<file path="src/include/lhgd_defines.svh">
// offsets, field positions, reset values and codes of the low/high-g detector
`ifndef LHGD_DEFINES_SVH
`define LHGD_DEFINES_SVH

`define LHGD_OFS_LOW_THR_MSB  8'h00
`define LHGD_OFS_LOW_THR_LSB  8'h01
`define LHGD_OFS_LOW_MIN      8'h02
`define LHGD_OFS_LOW_CFG      8'h03
`define LHGD_OFS_HIGH_THR_MSB 8'h04
`define LHGD_OFS_HIGH_THR_LSB 8'h05
`define LHGD_OFS_STATUS       8'h00

`define LHGD_RST_LOW_THR      16'h03E8
`define LHGD_RST_LOW_MIN      8'h08
`define LHGD_RST_LOW_CFG      8'h17
`define LHGD_RST_HIGH_THR     16'h1F40
`define LHGD_RST_HIGH_MIN     8'h08
`define LHGD_RST_HIGH_CFG     8'h1F
`define LHGD_CFG_MASK         8'h1F

`define LHGD_APP_HIGH         8'h08
`define LHGD_APP_LOW          8'h09
`define LHGD_APP_POWER        8'h12
`define LHGD_OFS_POWER_SLEEP  8'h06
`define LHGD_BIT_SLEEP        0

`define LHGD_CMD_CFG_WRITE    8'h20
`define LHGD_CMD_STATUS_READ  8'h30
`define LHGD_ST_COMPLETE      8'h80
`define LHGD_ST_ERROR         8'h84

`define LHGD_MB_APP           0
`define LHGD_MB_CMD           1
`define LHGD_MB_OFS           2
`define LHGD_MB_CNT           3
`define LHGD_MB_DATA          4

`endif

</file>
<file path="src/include/lhgd_pkg.sv">
// types shared by the low/high-g detector
package lhgd_pkg;

	// one accelerometer sample, two's complement per axis
	typedef struct packed {
		logic [15:0] z;
		logic [15:0] y;
		logic [15:0] x;
	} lhgd_sample_t;

	// status byte layout
	typedef struct packed {
		logic       high_combined_flag;
		logic [2:0] high_flags;
		logic       low_combined_flag;
		logic [2:0] low_flags;
	} lhgd_status_t;

	// detect configuration byte layout
	typedef struct packed {
		logic [2:0] reserved;
		logic       debounce_mode_select;
		logic       combine_select;
		logic [2:0] enables;
	} lhgd_cfg_t;

endpackage

</file>
<file path="src/design/lhgd_detector.sv">
// low/high-g detector with its mailbox command port
`timescale 1ns/100ps
`default_nettype none
`include "lhgd_defines.svh"

module lhgd_detector
	import lhgd_pkg::*;
#(
	parameter int         MBOX_DEPTH     = 32,
	parameter logic [7:0] HIGH_MIN_COUNT = `LHGD_RST_HIGH_MIN,
	parameter logic [7:0] HIGH_CONFIG    = `LHGD_RST_HIGH_CFG
) (
	input  wire logic                          CLK,
	input  wire logic                          ARST_N,
	input  wire logic                          SAMPLE_VALID,
	input  wire lhgd_sample_t                  SAMPLE,
	input  wire logic                          MB_WR,
	input  wire logic [$clog2(MBOX_DEPTH)-1:0] MB_ADDR,
	input  wire logic [7:0]                    MB_WDATA,
	input  wire logic                          MB_RD,
	output logic      [7:0]                    MB_RDATA,
	output logic                               MB_RVALID,
	output logic                               CMD_DONE,
	output lhgd_status_t                       STATUS,
	output logic                               ASLEEP
);

	localparam int AW = $clog2(MBOX_DEPTH);
	localparam int NDATA = MBOX_DEPTH - `LHGD_MB_DATA;
	localparam logic [7:0] DATA_CAP = 8'(NDATA);

	// refuse mailbox sizes the index logic cannot serve
	if (MBOX_DEPTH < 8 || MBOX_DEPTH > 256 || (1 << AW) != MBOX_DEPTH) begin : g_chk
		$error("MBOX_DEPTH must be a power of two from 8 to 256");
	end

	// fixed high-g settings: reserved bits clear, count inside 1 to 255
	if (HIGH_CONFIG[7:5] != 3'h0 || HIGH_MIN_COUNT == 8'h00) begin : g_chk_high
		$error("HIGH_CONFIG reserved bits must be zero and HIGH_MIN_COUNT nonzero");
	end

	// magnitude with the most negative code saturated
	function automatic logic [15:0] magnitude(input logic [15:0] v);
		if (!v[15])
			return v;
		if (v == 16'h8000)
			return 16'h7FFF;
		return 16'(~v + 16'h0001);
	endfunction

	// minimum count with zero treated as one
	function automatic logic [7:0] limit(input logic [7:0] m);
		return (m == 8'h00) ? 8'h01 : m;
	endfunction

	// combined flag over enabled axes; AND with nothing enabled stays low
	function automatic logic combine(
		input logic [2:0] flags,
		input logic [2:0] en,
		input logic       use_or
	);
		if (use_or)
			return |flags;
		return (en != 3'h0) && (flags == en);
	endfunction

	// one debounce step of an axis counter
	function automatic logic [7:0] debounce(
		input logic       cand,
		input logic       en,
		input logic       dec,
		input logic [7:0] cnt,
		input logic [7:0] min
	);
		if (!en)
			return 8'h00;
		if (cand)
			return (cnt == 8'hFF) ? cnt : 8'(cnt + 8'h01);
		if (cnt >= limit(min))
			return 8'h00;
		if (dec)
			return (cnt == 8'h00) ? cnt : 8'(cnt - 8'h01);
		return 8'h00;
	endfunction

	// configuration and power state
	logic [15:0]  low_thr_r;
	logic [15:0]  low_thr_nxt;
	logic [7:0]   low_min_r;
	logic [7:0]   low_min_nxt;
	lhgd_cfg_t    low_cfg_r;
	lhgd_cfg_t    low_cfg_nxt;
	logic [15:0]  high_thr_r;
	logic [15:0]  high_thr_nxt;
	logic         sleep_r;
	logic         sleep_nxt;

	// mailbox state
	logic [7:0]   mbox_r   [MBOX_DEPTH];
	logic [7:0]   mbox_nxt [MBOX_DEPTH];
	logic [7:0]   rdata_r;
	logic [7:0]   rdata_nxt;
	logic         rvalid_r;
	logic         rvalid_nxt;
	logic         done_r;
	logic         done_nxt;

	// mailbox decode helpers
	logic [7:0]   app;
	logic [7:0]   cmd;
	logic [7:0]   ofs;
	logic [7:0]   cnt;
	logic [7:0]   actual;
	logic [7:0]   byte_ofs;
	logic [7:0]   byte_val;
	logic         app_lhg;
	logic         wr_go;
	logic         rd_go;

	// detection state
	logic [7:0]   dcnt_r   [6];
	logic [7:0]   dcnt_nxt [6];
	lhgd_status_t status_r;
	lhgd_status_t status_nxt;
	logic [2:0]   low_f;
	logic [2:0]   high_f;
	logic [2:0]   low_en;
	logic [2:0]   high_en;
	logic [15:0]  mag [3];
	logic [2:0]   low_cand;
	logic [2:0]   high_cand;

	// mailbox command handling and configuration writes
	always_comb begin
		mbox_nxt     = mbox_r;
		low_thr_nxt  = low_thr_r;
		low_min_nxt  = low_min_r;
		low_cfg_nxt  = low_cfg_r;
		high_thr_nxt = high_thr_r;
		sleep_nxt    = sleep_r;
		done_nxt     = 1'b0;
		byte_ofs     = 8'h00;
		byte_val     = 8'h00;
		if (MB_WR) begin
			mbox_nxt[MB_ADDR] = MB_WDATA;
		end
		app     = mbox_nxt[`LHGD_MB_APP];
		cmd     = mbox_nxt[`LHGD_MB_CMD];
		ofs     = mbox_nxt[`LHGD_MB_OFS];
		cnt     = mbox_nxt[`LHGD_MB_CNT];
		actual  = (cnt > DATA_CAP) ? DATA_CAP : cnt;
		app_lhg = (app == `LHGD_APP_LOW) || (app == `LHGD_APP_HIGH);
		// write runs on its last data byte
		wr_go = MB_WR && (cmd == `LHGD_CMD_CFG_WRITE) && (MB_ADDR >= AW'(`LHGD_MB_CNT)) &&
			(9'(MB_ADDR) == 9'(cnt) + 9'(`LHGD_MB_CNT));
		// read runs on the count byte
		rd_go = MB_WR && (cmd == `LHGD_CMD_STATUS_READ) && (MB_ADDR == AW'(`LHGD_MB_CNT));
		if (wr_go) begin
			done_nxt = 1'b1;
			mbox_nxt[`LHGD_MB_CMD] = (app_lhg || app == `LHGD_APP_POWER) ?
				`LHGD_ST_COMPLETE : `LHGD_ST_ERROR;
			for (int k = 0; k < NDATA; k++) begin
				if (8'(k) < cnt) begin
					byte_ofs = 8'(ofs + 8'(k));
					byte_val = mbox_nxt[`LHGD_MB_DATA + k];
					if (app_lhg) begin
						case (byte_ofs)
							`LHGD_OFS_LOW_THR_MSB: begin
								low_thr_nxt[15:8] = byte_val;
							end
							`LHGD_OFS_LOW_THR_LSB: begin
								low_thr_nxt[7:0] = byte_val;
							end
							`LHGD_OFS_LOW_MIN: begin
								low_min_nxt = byte_val;
							end
							`LHGD_OFS_LOW_CFG: begin
								low_cfg_nxt = byte_val & `LHGD_CFG_MASK;
							end
							`LHGD_OFS_HIGH_THR_MSB: begin
								high_thr_nxt[15:8] = byte_val;
							end
							`LHGD_OFS_HIGH_THR_LSB: begin
								high_thr_nxt[7:0] = byte_val;
							end
							default: begin
							end
						endcase
					end else if (app == `LHGD_APP_POWER && byte_ofs == `LHGD_OFS_POWER_SLEEP) begin
						sleep_nxt = byte_val[`LHGD_BIT_SLEEP];
					end
				end
			end
		end
		// status read answer laid into the mailbox
		if (rd_go) begin
			done_nxt = 1'b1;
			mbox_nxt[`LHGD_MB_CMD] = app_lhg ? `LHGD_ST_COMPLETE : `LHGD_ST_ERROR;
			mbox_nxt[`LHGD_MB_OFS] = cnt;
			mbox_nxt[`LHGD_MB_CNT] = app_lhg ? actual : 8'h00;
			for (int k = 0; k < NDATA; k++) begin
				if (app_lhg && 8'(k) < actual) begin
					mbox_nxt[`LHGD_MB_DATA + k] = (8'(ofs + 8'(k)) == `LHGD_OFS_STATUS) ?
						status_r : 8'h00;
				end
			end
		end
	end

	// mailbox read port, one cycle behind the request
	always_comb begin
		rvalid_nxt = MB_RD;
		rdata_nxt  = rdata_r;
		if (MB_RD) begin
			rdata_nxt = mbox_r[MB_ADDR]; // old byte wins over a same-cycle write
		end
	end

	// read port registers
	always_ff @(posedge CLK or negedge ARST_N) begin
		if (!ARST_N) begin
			rdata_r  <= 8'h00;
			rvalid_r <= 1'b0;
		end else begin
			rdata_r  <= rdata_nxt;
			rvalid_r <= rvalid_nxt;
		end
	end

	// mailbox and configuration registers
	always_ff @(posedge CLK or negedge ARST_N) begin
		if (!ARST_N) begin
			for (int i = 0; i < MBOX_DEPTH; i++) begin
				mbox_r[i] <= 8'h00;
			end
			low_thr_r  <= `LHGD_RST_LOW_THR;
			low_min_r  <= `LHGD_RST_LOW_MIN;
			low_cfg_r  <= `LHGD_RST_LOW_CFG;
			high_thr_r <= `LHGD_RST_HIGH_THR;
			sleep_r    <= 1'b1;
			done_r     <= 1'b0;
		end else begin
			mbox_r     <= mbox_nxt;
			low_thr_r  <= low_thr_nxt;
			low_min_r  <= low_min_nxt;
			low_cfg_r  <= low_cfg_nxt;
			high_thr_r <= high_thr_nxt;
			sleep_r    <= sleep_nxt;
			done_r     <= done_nxt;
		end
	end

	assign low_en  = low_cfg_r.enables;
	assign high_en = HIGH_CONFIG[2:0];

	// axis magnitudes and threshold candidates
	always_comb begin
		mag[0] = magnitude(SAMPLE.x);
		mag[1] = magnitude(SAMPLE.y);
		mag[2] = magnitude(SAMPLE.z);
		for (int a = 0; a < 3; a++) begin
			low_cand[a]  = mag[a] < low_thr_r;
			high_cand[a] = mag[a] > high_thr_r;
		end
	end

	// one algorithm cycle per accepted sample
	always_comb begin
		dcnt_nxt   = dcnt_r;
		status_nxt = status_r;
		low_f      = 3'h0;
		high_f     = 3'h0;
		if (SAMPLE_VALID && !sleep_r) begin
			for (int a = 0; a < 3; a++) begin
				dcnt_nxt[a] = debounce(low_cand[a], low_en[a],
					low_cfg_r.debounce_mode_select, dcnt_r[a], low_min_r);
				dcnt_nxt[a + 3] = debounce(high_cand[a], high_en[a],
					HIGH_CONFIG[4], dcnt_r[a + 3], HIGH_MIN_COUNT);
				low_f[a]  = low_en[a] && (dcnt_nxt[a] >= limit(low_min_r));
				high_f[a] = high_en[a] && (dcnt_nxt[a + 3] >= limit(HIGH_MIN_COUNT));
			end
			status_nxt.low_flags  = low_f;
			status_nxt.high_flags = high_f;
			// combine over enabled axes only
			status_nxt.low_combined_flag  = combine(low_f, low_en,
				low_cfg_r.combine_select);
			status_nxt.high_combined_flag = combine(high_f, high_en, HIGH_CONFIG[3]);
		end
	end

	// detection registers
	always_ff @(posedge CLK or negedge ARST_N) begin
		if (!ARST_N) begin
			for (int i = 0; i < 6; i++) begin
				dcnt_r[i] <= 8'h00;
			end
			status_r <= 8'h00;
		end else begin
			dcnt_r   <= dcnt_nxt;
			status_r <= status_nxt;
		end
	end

	// port drive from registers
	assign MB_RDATA  = rdata_r;
	assign MB_RVALID = rvalid_r;
	assign CMD_DONE  = done_r;
	assign STATUS    = status_r;
	assign ASLEEP    = sleep_r;

endmodule
`default_nettype wire

</file>
<file path="config.mk">
export PLATFORM = sky130hd
export DESIGN_NAME = lhgd_detector
export DESIGN_NICKNAME = d
export VERILOG_FILES = /design/src/include/lhgd_pkg.sv /design/src/design/lhgd_detector.sv
export VERILOG_INCLUDE_DIRS = /design/src /design/src/include
export SDC_FILE = /design/constraint.sdc
export NUM_CORES = 2
export LEC_CHECK = 0
export ABC_AREA = 0
export BUFFER_PORTS_ARGS = -buffer_cell sky130_fd_sc_hd__buf_2
export CELL_PAD_IN_SITES_DETAIL_PLACEMENT = 0
export CELL_PAD_IN_SITES_GLOBAL_PLACEMENT = 2
export CORE_ASPECT_RATIO = 0.75
export CORE_MARGIN = 2
export CORE_UTILIZATION = 30
export DETAILED_ROUTE_END_ITERATION = 16
export GPL_TIMING_DRIVEN = 1
export PLACE_DENSITY_LB_ADDON = 0.1
export SYNTH_ARGS = -nofsm -noshare
export SYNTH_HDL_FRONTEND = slang
export SYNTH_SLANG_ARGS = --single-unit
</file>
<file path="constraint.sdc">
create_clock -name CLK -period 12.6 [get_ports CLK]
set_clock_uncertainty 0.1 [all_clocks]
set_input_delay 1.26 -clock CLK [delete_from_list [all_inputs] [get_ports CLK]]
set_output_delay 1.26 -clock CLK [all_outputs]
set_load 0.02 [all_outputs]
</file>
Yosys cells after proc, flatten, opt, wreduce, memory -nomap -nowiden
Cells that the tools add are included.
{ "word_totals": {"ff_bits": 371, "out_inout_bits": 19, "elab_cells": 1227} }
{ "op_classes": {"n_addsub": 43, "order_cmp": 78, "n_eq_ne": 186, "n_mux": 755, "bitwise": 4, "reduce_logical": 108} }
{ "ops": {"columns": ["cell", "count"], "rows": [
  ["$mux 8", 423],
  ["$mux 16", 145],
  ["$eq 8x3->1 const B", 84],
  ["$eq 8x2->1 const B", 56],
  ["$logic_not 8->1", 35],
  ["$bwmux 256", 1],
  ["$mux 256", 1],
  ["$mux 248", 1],
  ["$eq 8x1->1 const B", 28],
  ["$lt 5x8->1 const A", 24],
  ["$mux 1", 180],
  ["$lt 4x8->1 const A", 16],
  ["$add 8x5->8 const B", 12],
  ["$logic_and 1x1->1", 67],
  ["$add 8x4->8 const B", 8],
  ["$lt 3x8->1 const A", 8],
  ["$add 8x1->8 const B", 7],
  ["$add 16x1->16 const B", 3],
  ["$eq 16x16->1 const B", 3],
  ["$eq 8x8->1 const B", 6],
  ["$ge 8x4->1 const B", 6],
  ["$ge 8x8->1", 6],
  ["$gt 16x16->1", 3],
  ["$lt 16x16->1", 3],
  ["other kinds (26)", 48]
]} }

Depth between registers and ports, before layout
{ "depth": {"depth_word": 103, "ltp_mapped": 34, "mapped_depth_nobuf": 33} }

Worst setup path before layout
No wires, ideal clock.
{ "synth_path": {"path_kind": "input-to-reg", "from": "input port SAMPLE[0] (netlist name)", "to": "register status_r (netlist bit STATUS[3])", "arrival_ns": 7.408, "required_ns": 12.374, "path_slack_ns": 4.966, "cell_stages": 34, "path_cell_list": "inv_1 -> ha_1 -> or3b_1 -> or4_1 -> or4_1 -> clkbuf_1 -> nand2_1 -> ha_1 -> a21o_1 -> a21o_1 -> a21o_1 -> a21o_1 -> a21o_1 -> a221o_1 -> a21o_1 -> a31oi_1 -> clkbuf_1 -> clkbuf_1 -> a21oi_1 -> o21ai_0 -> nand3b_1 -> ha_1 -> nand2b_1 -> a21o_1 -> a21o_1 -> a21o_1 -> a21oi_1 -> nor2b_1 -> o21ai_0 -> nand2b_1 -> a21oi_1 -> nand2b_1 -> a311oi_1 -> a221o_1"} }
{ "synth_between": {"elab_chain_cells": 19} }
{ "synth_lines": {"columns": ["element", "line", "source"], "rows": [
  ["from (decl)", "lhgd_detector.sv:16", "input wire lhgd_sample_t SAMPLE,"],
  ["parallel branches: the longest is 4 deep, another holds $add 16x1->16", null, null],
  ["$mux 16 *", "lhgd_detector.sv:46", "if (v == 16'h8000)"],
  ["$lt 16x16->1 *", "lhgd_detector.sv:262", "low_cand[a] = mag[a] < low_thr_r;"],
  ["$mux 8", "lhgd_detector.sv:77", "if (cand)"],
  ["$mux 8", "lhgd_detector.sv:79", "if (cnt >= limit(min))"],
  ["$mux 8", "lhgd_detector.sv:81", "if (dec)"],
  ["$mux 8", "lhgd_detector.sv:83", "return 8'h00;"],
  ["$mux 8", "lhgd_detector.sv:81", null],
  ["$mux 8 *", "lhgd_detector.sv:79", null],
  ["$mux 8 *", "lhgd_detector.sv:77", null],
  ["$mux 8 *", "lhgd_detector.sv:273", "if (SAMPLE_VALID && !sleep_r) begin"],
  ["$ge 8x8->1 *", "lhgd_detector.sv:279", "low_f[a] = low_en[a] && (dcnt_nxt[a] >= limit(low_min_r));"],
  ["$logic_and 1x1->1 *", "lhgd_detector.sv:279", null],
  ["$eq 3x3->1 or $reduce_or 3->1 (tied branches)", "lhgd_detector.sv:64, lhgd_detector.sv:63", null],
  ["$logic_and 1x1->1 or $mux 1 (tied branches)", "lhgd_detector.sv:64, lhgd_detector.sv:62", null],
  ["$mux 1 *", "lhgd_detector.sv:64", "return (en != 3'h0) && (flags == en);"],
  ["to (signal assigned)", "lhgd_detector.sv:300", "status_r <= status_nxt;"],
  ["to (decl)", "lhgd_detector.sv:123", "lhgd_status_t status_r;"]
]} }
Every way passes the cells marked *. The select of a mux whose other input is x is not followed.
A chain may end at the register's enable or synchronous reset.

Worst setup path after layout
{ "layout_path": {"from": "input port MB_ADDR[4]", "to": "register low_thr_r[14]"} }
{ "layout_between": {"elab_chain_cells": 102} }
{ "layout_lines": {"columns": ["element", "line", "source"], "rows": [
  ["from (decl)", "lhgd_detector.sv:18", "input wire logic [$clog2(MBOX_DEPTH)-1:0] MB_ADDR,"],
  ["parallel branches: the longest is 102 deep, another holds $add 8x1->8", null, null],
  ["to (signal assigned)", "lhgd_detector.sv:236", "low_thr_r <= `LHGD_RST_LOW_THR;"],
  ["to (signal assigned)", "lhgd_detector.sv:244", "low_thr_r <= low_thr_nxt;"],
  ["to (decl)", "lhgd_detector.sv:87", "logic [15:0] low_thr_r;"]
]} }
Several ways; the timed one is not identified. The select of a mux whose other input is x is not followed.

==> impl_metrics.csv <==
group,metric,value,unit
run_status,status,"complete, but fails checks",
run_status,failed_checks,"capacitance limit, slew limit",
power_and_ir_drop,power_density,141,nW/um^2
global_routing,grt_pass1_wl,589,mm
clock_tree,cts_tree,"yes",
logic_synthesis,synthMuxAreaShare,12.6,%
logic_synthesis,async_flop_share,100,%
die,dieArea,157000,um^2
power_and_ir_drop,p_total,7.45,mW
global_routing,grt_antenna_before_repair,82,
finish,layout_commonest_cell,"nand2_1",
placed_design,gp_congestion,1.20,
worst_setup_path,critical_path_class,"in -> reg",
die,ios,85,
logic_synthesis,ys_seq_area_share,20.1,%
timing,hold_viol_final,0,
finish,area_growth,14.9,%
timing,fin_crit,9.90,ns
power_and_ir_drop,p_int,3.16,mW
finish,fillers,16200,
logic_synthesis,synth_nets,6278,
global_routing,track_usage,56.5,%
logic_synthesis,dominantRegCellSynth,"dfrtp_1",
logic_synthesis,synth_fa_ha_area_share,4.57,%
clock_tree,root_buffer,"clkbuf_16",
die,die_width,456,um
logic_synthesis,ys_types,123,
clock_tree,hold_buffers,0,
clock_tree,clkSinkCount,368,
clock_tree,path_clk_slew,0.06,ns
timing,worst_pin_slew,1.71,ns
power_and_ir_drop,seqPwrFrac,22.4,%
die,num_rows,124,
timing,report.final.slew_viol_count,37,
logic_synthesis,ys_seq_elements,368,
timing,post-route-period-util,78.5,%
placed_design,post-dp-hpwl,367,mm
logic_synthesis,synth-simple-area-share,23.3,%
route,dr.pass1.iters,10,
finish,drive_gt1_share,17.6,%
logic_synthesis,synth_compound_area_share,33.0,%
clock_tree,cts_buffer_depth,3,
worst_setup_path,critPathRequiredTime,12.97,ns
clock_tree,cts_resized,0,
global_routing,grt_pass1_vias,57000,
worst_hold_path,hold_path_class,"reg -> reg",
placed_design,port_buffers,84,
clock_tree,clk_latency,0.73,ns
logic_synthesis,synth_top_area_cell,"dfrtp_1",
power_and_ir_drop,p_sw,4.30,mW
timing,setup_violations,0,
logic_synthesis,yosysTopAreaCellShare,19.0,%
worst_setup_path,worst_ep_arrival_time,10.27,ns
global_routing,grt_max_degree,124,
clock_tree,cts_setup_buffers,0,
route,drt-total-wl,463,mm
power_and_ir_drop,p_leak,20.4,nW
global_routing,globalRouteOverflowTotal,0,
power_and_ir_drop,power_frac_comb,57.3,%
die,core_area,152000,um^2
route,dr.first_iter.drc_count,13700,
finish,utilization,34.7,%
timing,setup_tns,0,ns
clock_tree,cts_buffers,47,
logic_synthesis,synth_cells,6044,
worst_setup_path,critPathMaxFanout,28,
logic_synthesis,synthXorXnorAreaFrac,1.14,%
timing,max_freq,101,MHz
logic_synthesis,ys_warn_count,0,
logic_synthesis,syn_avg_cell_area,7.61,um^2
timing,relSlewSlack,-15.1,%
clock_tree,htree_levels,2,
finish,final_cell_mix,"nand2_1, nor2_1, o21ai_0, buf_4, a21oi_1",
worst_setup_path,worstSetupStartpointType,"primary input",
finish,seqCellArea,9240,um^2
route,drcViolationCount,0,
route,vias,65200,
finish,multi_input_area,34800,um^2
logic_synthesis,synth_top_family_by_area,"compound AO/OA/AOI/OAI gates",
route,ant_nets,0,
flow_run,cap_violations,10,
route,vias_per_cell,7.81,
worst_setup_path,crit_path_end_kind,"flip-flop",
logic_synthesis,syn_area,46000,um^2
route,wl_per_cell,55.5,um
power_and_ir_drop,p_sw_share,57.7,%
die,initial_core_util,30.2,%
die,die_h,343,um
logic_synthesis,synth-edff-count,0,
logic_synthesis,yosys-top-cells-area,"dfrtp_1, mux2i_1, nand2_1, o21ai_0, ha_1",
timing,rsz0062_at_grt,"false",
power_and_ir_drop,ir_drop,0.127,mV
finish,nNetsFinal,6465,
power_and_ir_drop,p_clk_share,20.2,%
[worst paths after layout]
check	slack (ns)	from	endpoint	cells after the start
worst min-delay path	0.42	MB_RDATA[0]$_DFFE_PN0P_	MB_RDATA[0]$_DFFE_PN0P_	2
worst max register to register	3.71	mbox_r[253]$_DFF_PN0_	low_thr_r[14]$_DFFE_PN0P_	15
min in group asynchronous	0.47	ARST_N	mbox_r[169]$_DFF_PN0_	1
max in group asynchronous	9.49	ARST_N	STATUS[0]$_DFFE_PN0P_	3
worst min register to register	0.42	MB_RDATA[0]$_DFFE_PN0P_	MB_RDATA[0]$_DFFE_PN0P_	2
worst max-delay path	2.70	MB_ADDR[4]	low_thr_r[14]$_DFFE_PN0P_	17
[flip-flops by register name (all words and copies together), names as in the netlist]
signal and cells:
high_thr_r 16, MB_RDATA 8, low_thr_r 16, low_cfg_r 2, CMD_DONE 1, dcnt_r 48
mbox_r 256, STATUS 8, MB_RVALID 1, ASLEEP 1, low_en 3, low_min_r 8
[power by group through the flow]
| stage | combinational [mW] | clock (mW) | sequential (mW) |
|---|---|---|---|
| 2_1_floorplan | 1.67 | 0 | 1.54 |
| 3_3_place_gp | 3.82 | 0 | 1.66 |
| 3_5_place_dp | 3.81 | 0 | 1.67 |
| 4_1_cts | 3.82 | 1.50 | 1.65 |
| 5_1_grt | 4.10 | 1.54 | 1.68 |
| 6_report | 4.27 | 1.51 | 1.67 |
[cell usage after synthesis (56+ instances only)]
library cell,n
or3_1,63
nor3_1,151
mux2i_1,276
a21o_1,83
dfrtp_1,350
o221ai_1,99
o21ai_0,483
nand4_1,104
o2111ai_1,70
a2111oi_0,56
and3_1,84
mux4_2,65
mux2_2,139
o22ai_1,125
o211ai_1,99
clkbuf_1,283
buf_2,66
inv_1,142
a31oi_1,66
nor2_1,491
nand2_1,722
nand3_1,219
nor4_1,68
ha_1,168
a211oi_1,91
a21oi_1,413
a221oi_1,109
[layout make-up]
type / instances / area share [%]
inverter: 146 / 1.04
antenna: 55 / 0.260
timing repair buffer: 556 / 7.59
sequential: 368 / 17.5
clock buffer: 63 / 2.53
tap: 2016 / 4.77
clock inverter: 25 / 0.447
multi-input combinational: 5112 / 65.9
[per-layer routing]
| layer | wire, um | GRT usage, % | share of wire, % | vias up |
|---|---|---|---|---|
| met5 | 1280 | 4.11 | 0.28 | - |
| met4 | 33000 | 31.1 | 7.1 | 70 |
| met3 | 86200 | 38.9 | 19 | 1558 |
| met2 | 162000 | 69.9 | 35 | 6896 |
| met1 | 180000 | 70.4 | 39 | 32700 |
| li1 | - | - | - | 24000 |
[stage by stage]
step / area [um^2] / hold slack [ns] / setup slack, ns / std cells
6_report: 52900 / 0.416 / 2.70 / 8341
5_1_grt: 52800 / 0.454 / 3.22 / 8308
4_1_cts: 52700 / 0.424 / 3.74 / 8283
3_5_place_dp: 51100 / 0.409 / 3.02 / 8195
3_3_place_gp: 51000 / 0.393 / 2.58 / 8188
2_1_floorplan: 46000 / 0.367 / 4.97 / 6044
[critical path: stages]
cell and delay [ns]:
buf_2 0.10, buf_4 0.28, nor4b_4 1.03, nand2_4 0.36, mux2i_1 0.49, ha_1 0.50, a21boi_0 0.57, xnor2_1 0.12
o22ai_1 0.44, or4_1 0.76, nor2_2 0.26, nand2_1 0.69, nand4_1 0.32, o31ai_1 0.97, a211oi_1 0.34, nor4_1 1.32
o31ai_1 0.38
[cell families (layout without fill, tap and decap cells)]
kind of cell,count (synthesis),count (layout)
AOI/OAI and AO/OA,2198,2198
xor gates and xnor gates,60,60
adders and majority gates,168,168
buffers and inverters,564,790
DFF,368,368
muxes,481,481
other,0,55
and+or+nand+nor,2205,2205
Note: power is estimated with default switching activity, not from simulation.
